`config.mk`:
```
export PLATFORM = sky130hd
export DESIGN_NAME = cbp_seq
export DESIGN_NICKNAME = d
export VERILOG_FILES = /design/src/hw/cbp_pkg.sv /design/src/hw/cbp_seq.sv
export SDC_FILE = /design/constraint.sdc
export NUM_CORES = 1
export LEC_CHECK = 0
export BUFFER_PORTS_ARGS = -buffer_cell sky130_fd_sc_hd__buf_2
export CAP_MARGIN = 40
export CORE_MARGIN = 2
export CORE_UTILIZATION = 33
export CTS_CLUSTER_SIZE = 16
export DETAILED_ROUTE_END_ITERATION = 10
export PLACE_DENSITY = 0.54
export RECOVER_POWER = 50
export SETUP_SLACK_MARGIN = 0.05
export SLEW_MARGIN = 25
export SYNTH_ARGS = -nofsm -noshare
export SYNTH_HDL_FRONTEND = slang
export SYNTH_SLANG_ARGS = --single-unit
```
`constraint.sdc`:
```
create_clock -name MCLK -period 237.6 [get_ports MCLK]
set_input_delay 0 -clock MCLK [delete_from_list [all_inputs] [get_ports MCLK]]
set_output_delay 0 -clock MCLK [all_outputs]
set_load 0.02 [all_outputs]
```
`src/hw/cbp_pkg.sv`:
```
// Constants, state codes and the sense bundle of the buck sequencer.
// Assumes a 25 MHz MCLK and sense codes given in millivolts.
package cbp_pkg;
	localparam int CLK_NS = 40;
	localparam int MIN_OFF_NS = 350;
	localparam int ON_SCALE_NS = 2560;
	localparam int ON_OFFS_NS = 35;
	localparam int FILT_NS = 5000;
	localparam logic [7:0] MIN_OFF_CYC = 8'((MIN_OFF_NS + CLK_NS - 1) / CLK_NS);
	localparam logic [7:0] FILT_CYC = 8'((FILT_NS + CLK_NS - 1) / CLK_NS);
	localparam logic [3:0] ZC_COUNT = 4'h8;
	localparam logic [3:0] UV_COUNT = 4'h8;
	localparam logic [3:0] SS_STEP_CYC = 4'h8;
	localparam logic [5:0] HALF_OC_CYC = 6'h20;
	// Levels in millivolts on the divided feedback, then the under-voltage ratio.
	localparam logic [9:0] REF_MV = 10'h2EE;
	localparam logic [9:0] STEP_MV = 10'h01E;
	localparam logic [9:0] SNAP_STOP_MV = 10'h294;
	localparam logic [9:0] OV8_MV = 10'h32A;
	localparam logic [9:0] OV20_MV = 10'h384;
	localparam logic [9:0] PG_LOW_MV = 10'h294;
	localparam logic [9:0] PG_HIGH_MV = 10'h29C;
	localparam logic [13:0] UV_NUM = 14'h0007;
	localparam logic [13:0] UV_DEN = 14'h000A;
	typedef enum logic [5:0] {
		ST_IDLE = 6'h01,
		ST_DTH = 6'h02,
		ST_HIGH = 6'h04,
		ST_DTL = 6'h08,
		ST_LOW = 6'h10,
		ST_SKIP = 6'h20
	} cbp_state_t;
	typedef struct packed {
		logic [9:0] fb_mv;
		logic [12:0] out_mv;
		logic [14:0] bat_mv;
		logic zc;
		logic lim;
		logic en;
		logic sup;
	} cbp_sense_t;
endpackage

```
`src/hw/cbp_seq.sv`:
```
// Sequencer of a constant on-time synchronous buck controller.
// Assumes converters give millivolt codes held steady for three clocks.
// Function
// - Keep at least 350 ns high-side off before the next on interval.
// - On interval is 2560*out/battery plus 35 ns.
// - New cycle is needed when feedback is at or below the reference.
// - On feedback trip, low side goes off, then high side turns on.
// - Enable low keeps both gate drives off; enable high runs the controller.
// - Eight zero-cross cycles enter light load; low side stops at zero.
// - Light load lengthens on interval by a quarter.
// - Any cycle without zero cross leaves light load at once.
// - Feedback above 810 mV leaves light load and holds low side on.
// - Back at the trip point, a normal on cycle starts.
// - Limit source is on whenever, and only while, the low side conducts.
// - While current limit trips, the next high-side pulse waits.
// - Power good falls below -12 percent, returns above -11 percent.
// - Power good stays low until soft-start reaches 0.75 V.
// - Power good changes pass a 5 us filter; lows forced when not running skip it.
// - Power good low above +20 percent or when enable is low.
// - Over +20 percent for 5 us latches low side on until re-enable.
// - Thirty percent under for eight clocks latches both drives off.
// - Supply low inhibits switching; its return clears faults, soft-start.
// - Soft-start climbs the reference in 30 mV steps of eight clocks.
// - Zero cross in soft-start snaps reference to feedback below 660 mV.
// - First 32 cycles run with half over-current threshold.
// - Never overlap the gate drives; one dead clock between them.
`timescale 1ns/1ps
module cbp_seq (
	// Clock and reset.
	input wire logic MCLK,
	input wire logic SRST,
	// Control and comparator inputs, asynchronous.
	input wire logic ENABLE,
	input wire logic BIAS_SUPPLY_OK,
	input wire logic ZERO_CROSS,
	input wire logic CURRENT_LIMIT_TRIP,
	// Sense codes in millivolts, asynchronous.
	input wire logic [9:0] FEEDBACK_SENSE_MV,
	input wire logic [12:0] OUTPUT_SENSE_MV,
	input wire logic [14:0] BATTERY_MV,
	// Gate drives and analog controls.
	output logic HIGH_SIDE_GATE_DRIVE,
	output logic LOW_SIDE_GATE_DRIVE,
	output logic LIMIT_SET_SRC_EN,
	output logic LIMIT_HALF,
	// Open-drain power good, low while pulling the pin down.
	output logic POWER_OK_PIN_OE_N
);
	cbp_pkg::cbp_sense_t s1_ff, s2_ff, sen;
	cbp_pkg::cbp_state_t state_ff, nxt_state;
	logic dh_ff, dl_ff, src_ff, half_ff, pg_ff;
	logic ov_ff, uv_ff, lite_ff, zc_seen_ff, pg_ok_ff;
	logic [7:0] on_cnt_ff, off_cnt_ff, ov_cnt_ff, pg_cnt_ff;
	logic [3:0] zc_cnt_ff, uv_cnt_ff, step_ff;
	logic [5:0] cyc_ff;
	logic [9:0] ref_ff;
	logic run, trip, over8, over20, under30, start_ok, new_cyc;
	logic ss_done, snap, pg_raw;

	// Zero-cycle on intervals cannot occur; the offset alone rounds up to one clock.
	function automatic logic [7:0] on_cycles(input logic [12:0] o, input logic [14:0] b,
		input logic ext);
		logic [31:0] ns;
		ns = 32'(cbp_pkg::ON_SCALE_NS);
		if (b > {2'h0, o}) begin
			ns = ({19'h0, o} * 32'(cbp_pkg::ON_SCALE_NS)) / {17'h0, b};
		end
		ns = ns + 32'(cbp_pkg::ON_OFFS_NS);
		if (ext) begin
			ns = ns + (ns >> 2);
		end
		return 8'((ns + 32'(cbp_pkg::CLK_NS) - 32'h1) / 32'(cbp_pkg::CLK_NS));
	endfunction

	// two-stage sync
	// Multi-bit codes rely on the converter holding them, so no word tears.
	always_ff @(posedge MCLK) begin
		if (SRST) begin
			s1_ff <= '0;
			s2_ff <= '0;
		end else begin
			s1_ff <= {FEEDBACK_SENSE_MV, OUTPUT_SENSE_MV, BATTERY_MV,
				ZERO_CROSS, CURRENT_LIMIT_TRIP, ENABLE, BIAS_SUPPLY_OK};
			s2_ff <= s1_ff;
		end
	end

	// Decoded conditions from the synchronised sense bundle.
	assign sen = s2_ff;
	assign run = sen.en && sen.sup && !ov_ff && !uv_ff;
	assign trip = sen.fb_mv <= ref_ff;
	assign over8 = sen.fb_mv > cbp_pkg::OV8_MV;
	assign over20 = sen.fb_mv > cbp_pkg::OV20_MV;
	assign under30 = 14'(sen.fb_mv) * cbp_pkg::UV_DEN < 14'(ref_ff) * cbp_pkg::UV_NUM;
	assign ss_done = ref_ff == cbp_pkg::REF_MV;
	assign start_ok = run && trip && off_cnt_ff == 8'h00 && !sen.lim && !over8;
	assign new_cyc = nxt_state == cbp_pkg::ST_DTH && state_ff != cbp_pkg::ST_DTH;

	// Next state of the switching sequence.
	always_comb begin
		nxt_state = state_ff;
		unique case (state_ff)
			cbp_pkg::ST_IDLE: begin
				if (ov_ff) begin
					nxt_state = cbp_pkg::ST_DTL;
				end else if (start_ok) begin
					nxt_state = cbp_pkg::ST_DTH;
				end
			end
			cbp_pkg::ST_DTH: begin
				nxt_state = run ? cbp_pkg::ST_HIGH : cbp_pkg::ST_IDLE;
			end
			cbp_pkg::ST_HIGH: begin
				if (!run) begin
					nxt_state = ov_ff ? cbp_pkg::ST_DTL : cbp_pkg::ST_IDLE;
				end else if (on_cnt_ff <= 8'h01) begin
					nxt_state = cbp_pkg::ST_DTL;
				end
			end
			cbp_pkg::ST_DTL: begin
				nxt_state = (run || ov_ff) ? cbp_pkg::ST_LOW : cbp_pkg::ST_IDLE;
			end
			cbp_pkg::ST_LOW: begin
				if (ov_ff) begin
					nxt_state = cbp_pkg::ST_LOW;
				end else if (!run) begin
					nxt_state = cbp_pkg::ST_IDLE;
				end else if (start_ok) begin
					nxt_state = cbp_pkg::ST_DTH;
				end else if (lite_ff && sen.zc && !over8) begin
					nxt_state = cbp_pkg::ST_SKIP;
				end
			end
			cbp_pkg::ST_SKIP: begin
				if (!run) begin
					nxt_state = cbp_pkg::ST_IDLE;
				end else if (over8) begin
					nxt_state = cbp_pkg::ST_DTL;
				end else if (start_ok) begin
					nxt_state = cbp_pkg::ST_DTH;
				end
			end
			default: nxt_state = cbp_pkg::ST_IDLE;
		endcase
	end

	// State and gate drive flops; drives follow the state one-for-one.
	// lockout keeps drives off
	always_ff @(posedge MCLK) begin
		if (SRST) begin
			state_ff <= cbp_pkg::ST_IDLE;
			dh_ff <= 1'b0;
			dl_ff <= 1'b0;
		end else begin
			state_ff <= nxt_state;
			dh_ff <= nxt_state == cbp_pkg::ST_HIGH;
			dl_ff <= nxt_state == cbp_pkg::ST_LOW;
		end
	end

	always_ff @(posedge MCLK) begin
		if (SRST) begin
			src_ff <= 1'b0;
		end else begin
			src_ff <= nxt_state == cbp_pkg::ST_LOW && (state_ff == cbp_pkg::ST_DTL || src_ff);
		end
	end

	always_ff @(posedge MCLK) begin
		if (SRST) begin
			on_cnt_ff <= 8'h00;
		end else if (new_cyc) begin
			on_cnt_ff <= on_cycles(sen.out_mv, sen.bat_mv, lite_ff);
		end else if (state_ff == cbp_pkg::ST_HIGH && on_cnt_ff != 8'h00) begin
			on_cnt_ff <= on_cnt_ff - 8'h01;
		end
	end

	// minimum off one-shot
	// Reloaded while the high side is on, so it times from the falling drive.
	always_ff @(posedge MCLK) begin
		if (SRST) begin
			off_cnt_ff <= 8'h00;
		end else if (dh_ff) begin
			off_cnt_ff <= cbp_pkg::MIN_OFF_CYC;
		end else if (off_cnt_ff != 8'h00) begin
			off_cnt_ff <= off_cnt_ff - 8'h01;
		end
	end

	always_ff @(posedge MCLK) begin
		if (SRST || !run) begin
			zc_seen_ff <= 1'b0;
			zc_cnt_ff <= 4'h0;
			lite_ff <= 1'b0;
		end else if (new_cyc) begin
			zc_seen_ff <= 1'b0;
			if (zc_seen_ff || state_ff == cbp_pkg::ST_SKIP) begin
				if (zc_cnt_ff != cbp_pkg::ZC_COUNT) begin
					zc_cnt_ff <= zc_cnt_ff + 4'h1;
				end
				lite_ff <= !over8 && (lite_ff || zc_cnt_ff + 4'h1 >= cbp_pkg::ZC_COUNT);
			end else begin
				zc_cnt_ff <= 4'h0;
				lite_ff <= 1'b0;
			end
		end else begin
			zc_seen_ff <= zc_seen_ff || (state_ff == cbp_pkg::ST_LOW && sen.zc);
			if (over8) begin
				lite_ff <= 1'b0;
				zc_cnt_ff <= 4'h0;
			end
		end
	end

	always_ff @(posedge MCLK) begin
		if (SRST || !run) begin
			cyc_ff <= 6'h00;
			half_ff <= 1'b1;
		end else begin
			if (new_cyc && cyc_ff != cbp_pkg::HALF_OC_CYC) begin
				cyc_ff <= cyc_ff + 6'h01;
			end
			half_ff <= cyc_ff < cbp_pkg::HALF_OC_CYC;
		end
	end

	assign snap = !ss_done && state_ff == cbp_pkg::ST_LOW && sen.zc &&
		sen.fb_mv < cbp_pkg::SNAP_STOP_MV;

	always_ff @(posedge MCLK) begin
		if (SRST || !run) begin
			ref_ff <= 10'h000;
			step_ff <= 4'h0;
		end else if (snap) begin
			ref_ff <= sen.fb_mv;
			step_ff <= 4'h0;
		end else if (!ss_done) begin
			step_ff <= step_ff + 4'h1;
			if (step_ff == cbp_pkg::SS_STEP_CYC - 4'h1) begin
				step_ff <= 4'h0;
				ref_ff <= (ref_ff + cbp_pkg::STEP_MV > cbp_pkg::REF_MV) ?
					cbp_pkg::REF_MV : ref_ff + cbp_pkg::STEP_MV;
			end
		end
	end

	always_ff @(posedge MCLK) begin
		if (SRST || !sen.en || !sen.sup) begin
			ov_cnt_ff <= 8'h00;
			ov_ff <= 1'b0;
		end else if (ss_done && over20 && !uv_ff) begin
			if (ov_cnt_ff == cbp_pkg::FILT_CYC - 8'h01) begin
				ov_ff <= 1'b1;
			end else begin
				ov_cnt_ff <= ov_cnt_ff + 8'h01;
			end
		end else begin
			ov_cnt_ff <= 8'h00;
		end
	end

	always_ff @(posedge MCLK) begin
		if (SRST || !sen.en || !sen.sup) begin
			uv_cnt_ff <= 4'h0;
			uv_ff <= 1'b0;
		end else if (run && under30) begin
			if (uv_cnt_ff == cbp_pkg::UV_COUNT - 4'h1) begin
				uv_ff <= 1'b1;
			end else begin
				uv_cnt_ff <= uv_cnt_ff + 4'h1;
			end
		end else begin
			uv_cnt_ff <= 4'h0;
		end
	end

	always_ff @(posedge MCLK) begin
		if (SRST) begin
			pg_ok_ff <= 1'b0;
		end else if (sen.fb_mv < cbp_pkg::PG_LOW_MV) begin
			pg_ok_ff <= 1'b0;
		end else if (sen.fb_mv >= cbp_pkg::PG_HIGH_MV) begin
			pg_ok_ff <= 1'b1;
		end
	end

	assign pg_raw = ss_done && pg_ok_ff && !over20;

	// forced low
	// Forced lows skip the filter, since a disabled part must not report good.
	always_ff @(posedge MCLK) begin
		if (SRST || !run) begin
			pg_ff <= 1'b0;
			pg_cnt_ff <= 8'h00;
		end else if (pg_raw != pg_ff) begin
			pg_cnt_ff <= pg_cnt_ff + 8'h01;
			if (pg_cnt_ff == cbp_pkg::FILT_CYC - 8'h01) begin
				pg_ff <= pg_raw;
				pg_cnt_ff <= 8'h00;
			end
		end else begin
			pg_cnt_ff <= 8'h00;
		end
	end

	assign HIGH_SIDE_GATE_DRIVE = dh_ff;
	assign LOW_SIDE_GATE_DRIVE = dl_ff;
	assign LIMIT_SET_SRC_EN = src_ff;
	assign LIMIT_HALF = half_ff;
	assign POWER_OK_PIN_OE_N = pg_ff;

	// Helper: clocks the high side has been off, saturating.
	logic [7:0] off_run_ff;
	always_ff @(posedge MCLK) begin
		if (SRST) begin
			off_run_ff <= 8'hFF;
		end else if (dh_ff) begin
			off_run_ff <= 8'h00;
		end else if (off_run_ff != 8'hFF) begin
			off_run_ff <= off_run_ff + 8'h01;
		end
	end
endmodule

```
==> results.cfg <==
[status]
status = finished, violations left
violations = max-capacitance violations, max-slew violations

[sta]
finalCritPeriodShare = 0.479
setup_viol = 0
fmax_mhz = 8.79
rsz0062_at_grt = false
fin_hold_ws_ps = 227
finalCriticalPeriod_ps = 113770
worst_slew_pin_slew_ps = 3080
fin_skew_ps = 22.6
slew_violations = 109
finalHoldViolCount = 0
slew-limit-headroom = -1.05
fin_tns_setup_ps = 0

[cells_and_area]
final_cell_mix = ha_1 (506), nand2_1 (491), nor2_1 (484)
nNetsFinal = 6148
n_fill_cell = 12850
register_area_um2 = 3200
final_cell_area_um2 = 43100
drive_above_1_share = 0.0727
fin_util = 0.359
multi_input_area_um2 = 35200
area_growth_pct = 7.57
final_common_cell = ha_1

[setup_path]
r2r_setup_slack_ps = 123830
cp-start-kind = register
r2r_end = on_cnt_ff[0]$_SDFFE_PP0P_
end_kind = register
crit_required_ps = 238040
critPathMaxFanout = 39
arrival_ps = 114210
timing.rr.start = s2_ff[13]$_SDFF_PP0_
cpMostUsedCell = o21a_1
slowest_delay_ps = 740
worst-r2r-cell-count = 474
cp_slowest_cell = or4_1
critical_path_class = reg -> reg

[placement]
place_area_um2 = 41900
place_hpwl_um = 106000
gp_congestion = 0.942
io_buffer_count = 48

[clock_network]
clockBufferDepth = 2
cts_tree = done
hold_buffers = 58
cts_num_sinks = 160
cts_resized = 0
cts-htree-levels = 4
clk_latency_ps = 540
cts_made_buffers = 17
root_buffer = clkbuf_16
post-cts-setup-buffers = 0
cts.clk_slew.worst_paths_ps = 70

[global_routing]
grt.overflow.total = 0
grt_antenna_before_repair = 1
grt_use_total = 0.208
grt_pass1_vias = 38782
grt_pass1_wl_um = 213000
grt_max_degree = 65

[yosys]
synth_edf_count = 0
synth.yosys.seq_area_share = 0.0799
netlist_instances = 5550
yosys_warnings = 0
synth.distinct_cells = 145
async_reset_ff_frac = 0
synth-seq-cells = 160
avgSynthCellArea_um2 = 7.22
ys.flop_type = dfxtp_1
syn-cell-area_um2 = 40100

[route]
wire_per_inst_um = 18.6
via_count = 42082
drc = 0
drt_iter0_drc = 3262
vias_per_cell = 5.84
wl_um = 134000
dr.pass1.iters = 8
ant_nets = 0

[floorplan]
fp.coreArea_um2 = 120000
die_w_um = 352
initial_core_util = 0.334
fp-row-count = 127
die_area_um2 = 124000
io_pins = 49
die_h_um = 352

[worst_hold_path]
min_to = s1_ff[26]$_SDFF_PP0_
hold_path_depth = 3
holdCritStartpoint = OUTPUT_SENSE_MV[7]
hold_class = in -> reg

[job]
max-cap-violations = 2
-- through the flow --
stage               setup slack [ps]  std cells
global route                  114480       7209
finish                        123830       7210
detailed placement            125730       7113
global placement              127210       7104
floorplan                     135390       5556
CTS                           125220       7203
-- synth_stat cells (all sizes together) (29+ instances only) --
library cell | count | area [µm²]
clkbuf | 78 | 297
ha | 506 | 6330
o22ai | 31 | 200
o31ai | 114 | 876
mux2i | 54 | 557
a211oi | 68 | 566
o21ai | 352 | 1780
nor2 | 500 | 1910
inv | 192 | 721
nand2b | 90 | 563
a21oi | 365 | 1880
dfxtp | 160 | 3200
and3 | 61 | 388
xor2 | 138 | 1220
or3 | 55 | 344
or4 | 29 | 229
nor4 | 53 | 405
and2 | 84 | 529
nor2b | 149 | 932
a21o | 155 | 1170
a211o | 30 | 263
o21a | 202 | 1520
nand2 | 494 | 1860
o21bai | 47 | 353
nand4 | 88 | 563
nand3 | 179 | 906
nor3 | 253 | 1300
o211ai | 45 | 362
buf | 87 | 666
or2 | 69 | 434
mux2 | 68 | 766
xnor2 | 237 | 2090
a31oi | 45 | 288
-- sequential cells by signal, summed over array words and instances, names as in the netlist, 4 cells and up --
name / count
off_cnt_ff: 8
cyc_ff: 6
step_ff: 4
pg_cnt_ff: 8
ref_ff: 10
ov_cnt_ff: 8
zc_cnt_ff: 4
state_ff: 6
uv_cnt_ff: 4
s2_ff: 42
on_cnt_ff: 8
s1_ff: 42
-- worst max-delay path by stage --
| stage | start | to | depth (start not counted) |
|---|---|---|---|
| 2_1_floorplan | s2_ff[4]$_SDFF_PP0_ | on_cnt_ff[1]$_SDFFE_PP0P_ | 512 |
| 3_3_place_gp | s2_ff[13]$_SDFF_PP0_ | on_cnt_ff[0]$_SDFFE_PP0P_ | 468 |
| 3_5_place_dp | s2_ff[13]$_SDFF_PP0_ | on_cnt_ff[0]$_SDFFE_PP0P_ | 474 |
| 4_1_cts | s2_ff[13]$_SDFF_PP0_ | on_cnt_ff[0]$_SDFFE_PP0P_ | 473 |
| 5_1_grt | s2_ff[4]$_SDFF_PP0_ | on_cnt_ff[0]$_SDFFE_PP0P_ | 480 |
| 6_report | s2_ff[13]$_SDFF_PP0_ | on_cnt_ff[0]$_SDFFE_PP0P_ | 474 |
-- per-layer routing --
metal  up-vias  share of wire  track usage
li1      20959              -            -
met1     19806           0.48        0.285
met2      1129           0.45        0.339
met3       188          0.043       0.0158
met4         0          0.035       0.0769
met5         -              0            0
-- area by class of cell --
| type | count | share of cell area |
|---|---|---|
| Inverter | 192 | 0.0167 |
| Tap cell | 1612 | 0.0468 |
| Multi-Input combinational cell | 5033 | 0.817 |
| Sequential cell | 160 | 0.0743 |
| Antenna cell | 1 | 0.0000581 |
| Timing Repair Buffer | 180 | 0.0310 |
| Clock buffer | 18 | 0.0102 |
| Clock inverter | 14 | 0.00435 |
-- worst max-delay path, delay by kind of cell, from the launching register on --
family,cells,cell delay [ps]
buffers and inverters,19,4670
flip-flops,1,360
AO/OA/AOI/OAI,280,63190
adder cells (fa/ha/maj),33,10310
AND/OR/NAND/NOR,131,31140
XOR/XNOR,3,940
multiplexers,8,2690
-- kinds of logic (layout without fill, tap and decap cells) --
family / Yosys count / after routing / synth area share
AO/OA/AOI/OAI: 1808 / 1808 / 0.316
XOR/XNOR: 377 / 377 / 0.0837
adder cells (fa/ha/maj): 525 / 525 / 0.166
buffers and inverters: 363 / 404 / 0.0434
flip-flops: 160 / 160 / 0.0799
multiplexers: 122 / 122 / 0.0330
other: 1 / 8 / 0.0000936
AND/OR/NAND/NOR: 2194 / 2194 / 0.278
Power is not shown: default switching activity piles up to over one toggle a cycle in this logic, so the estimate is an artifact.
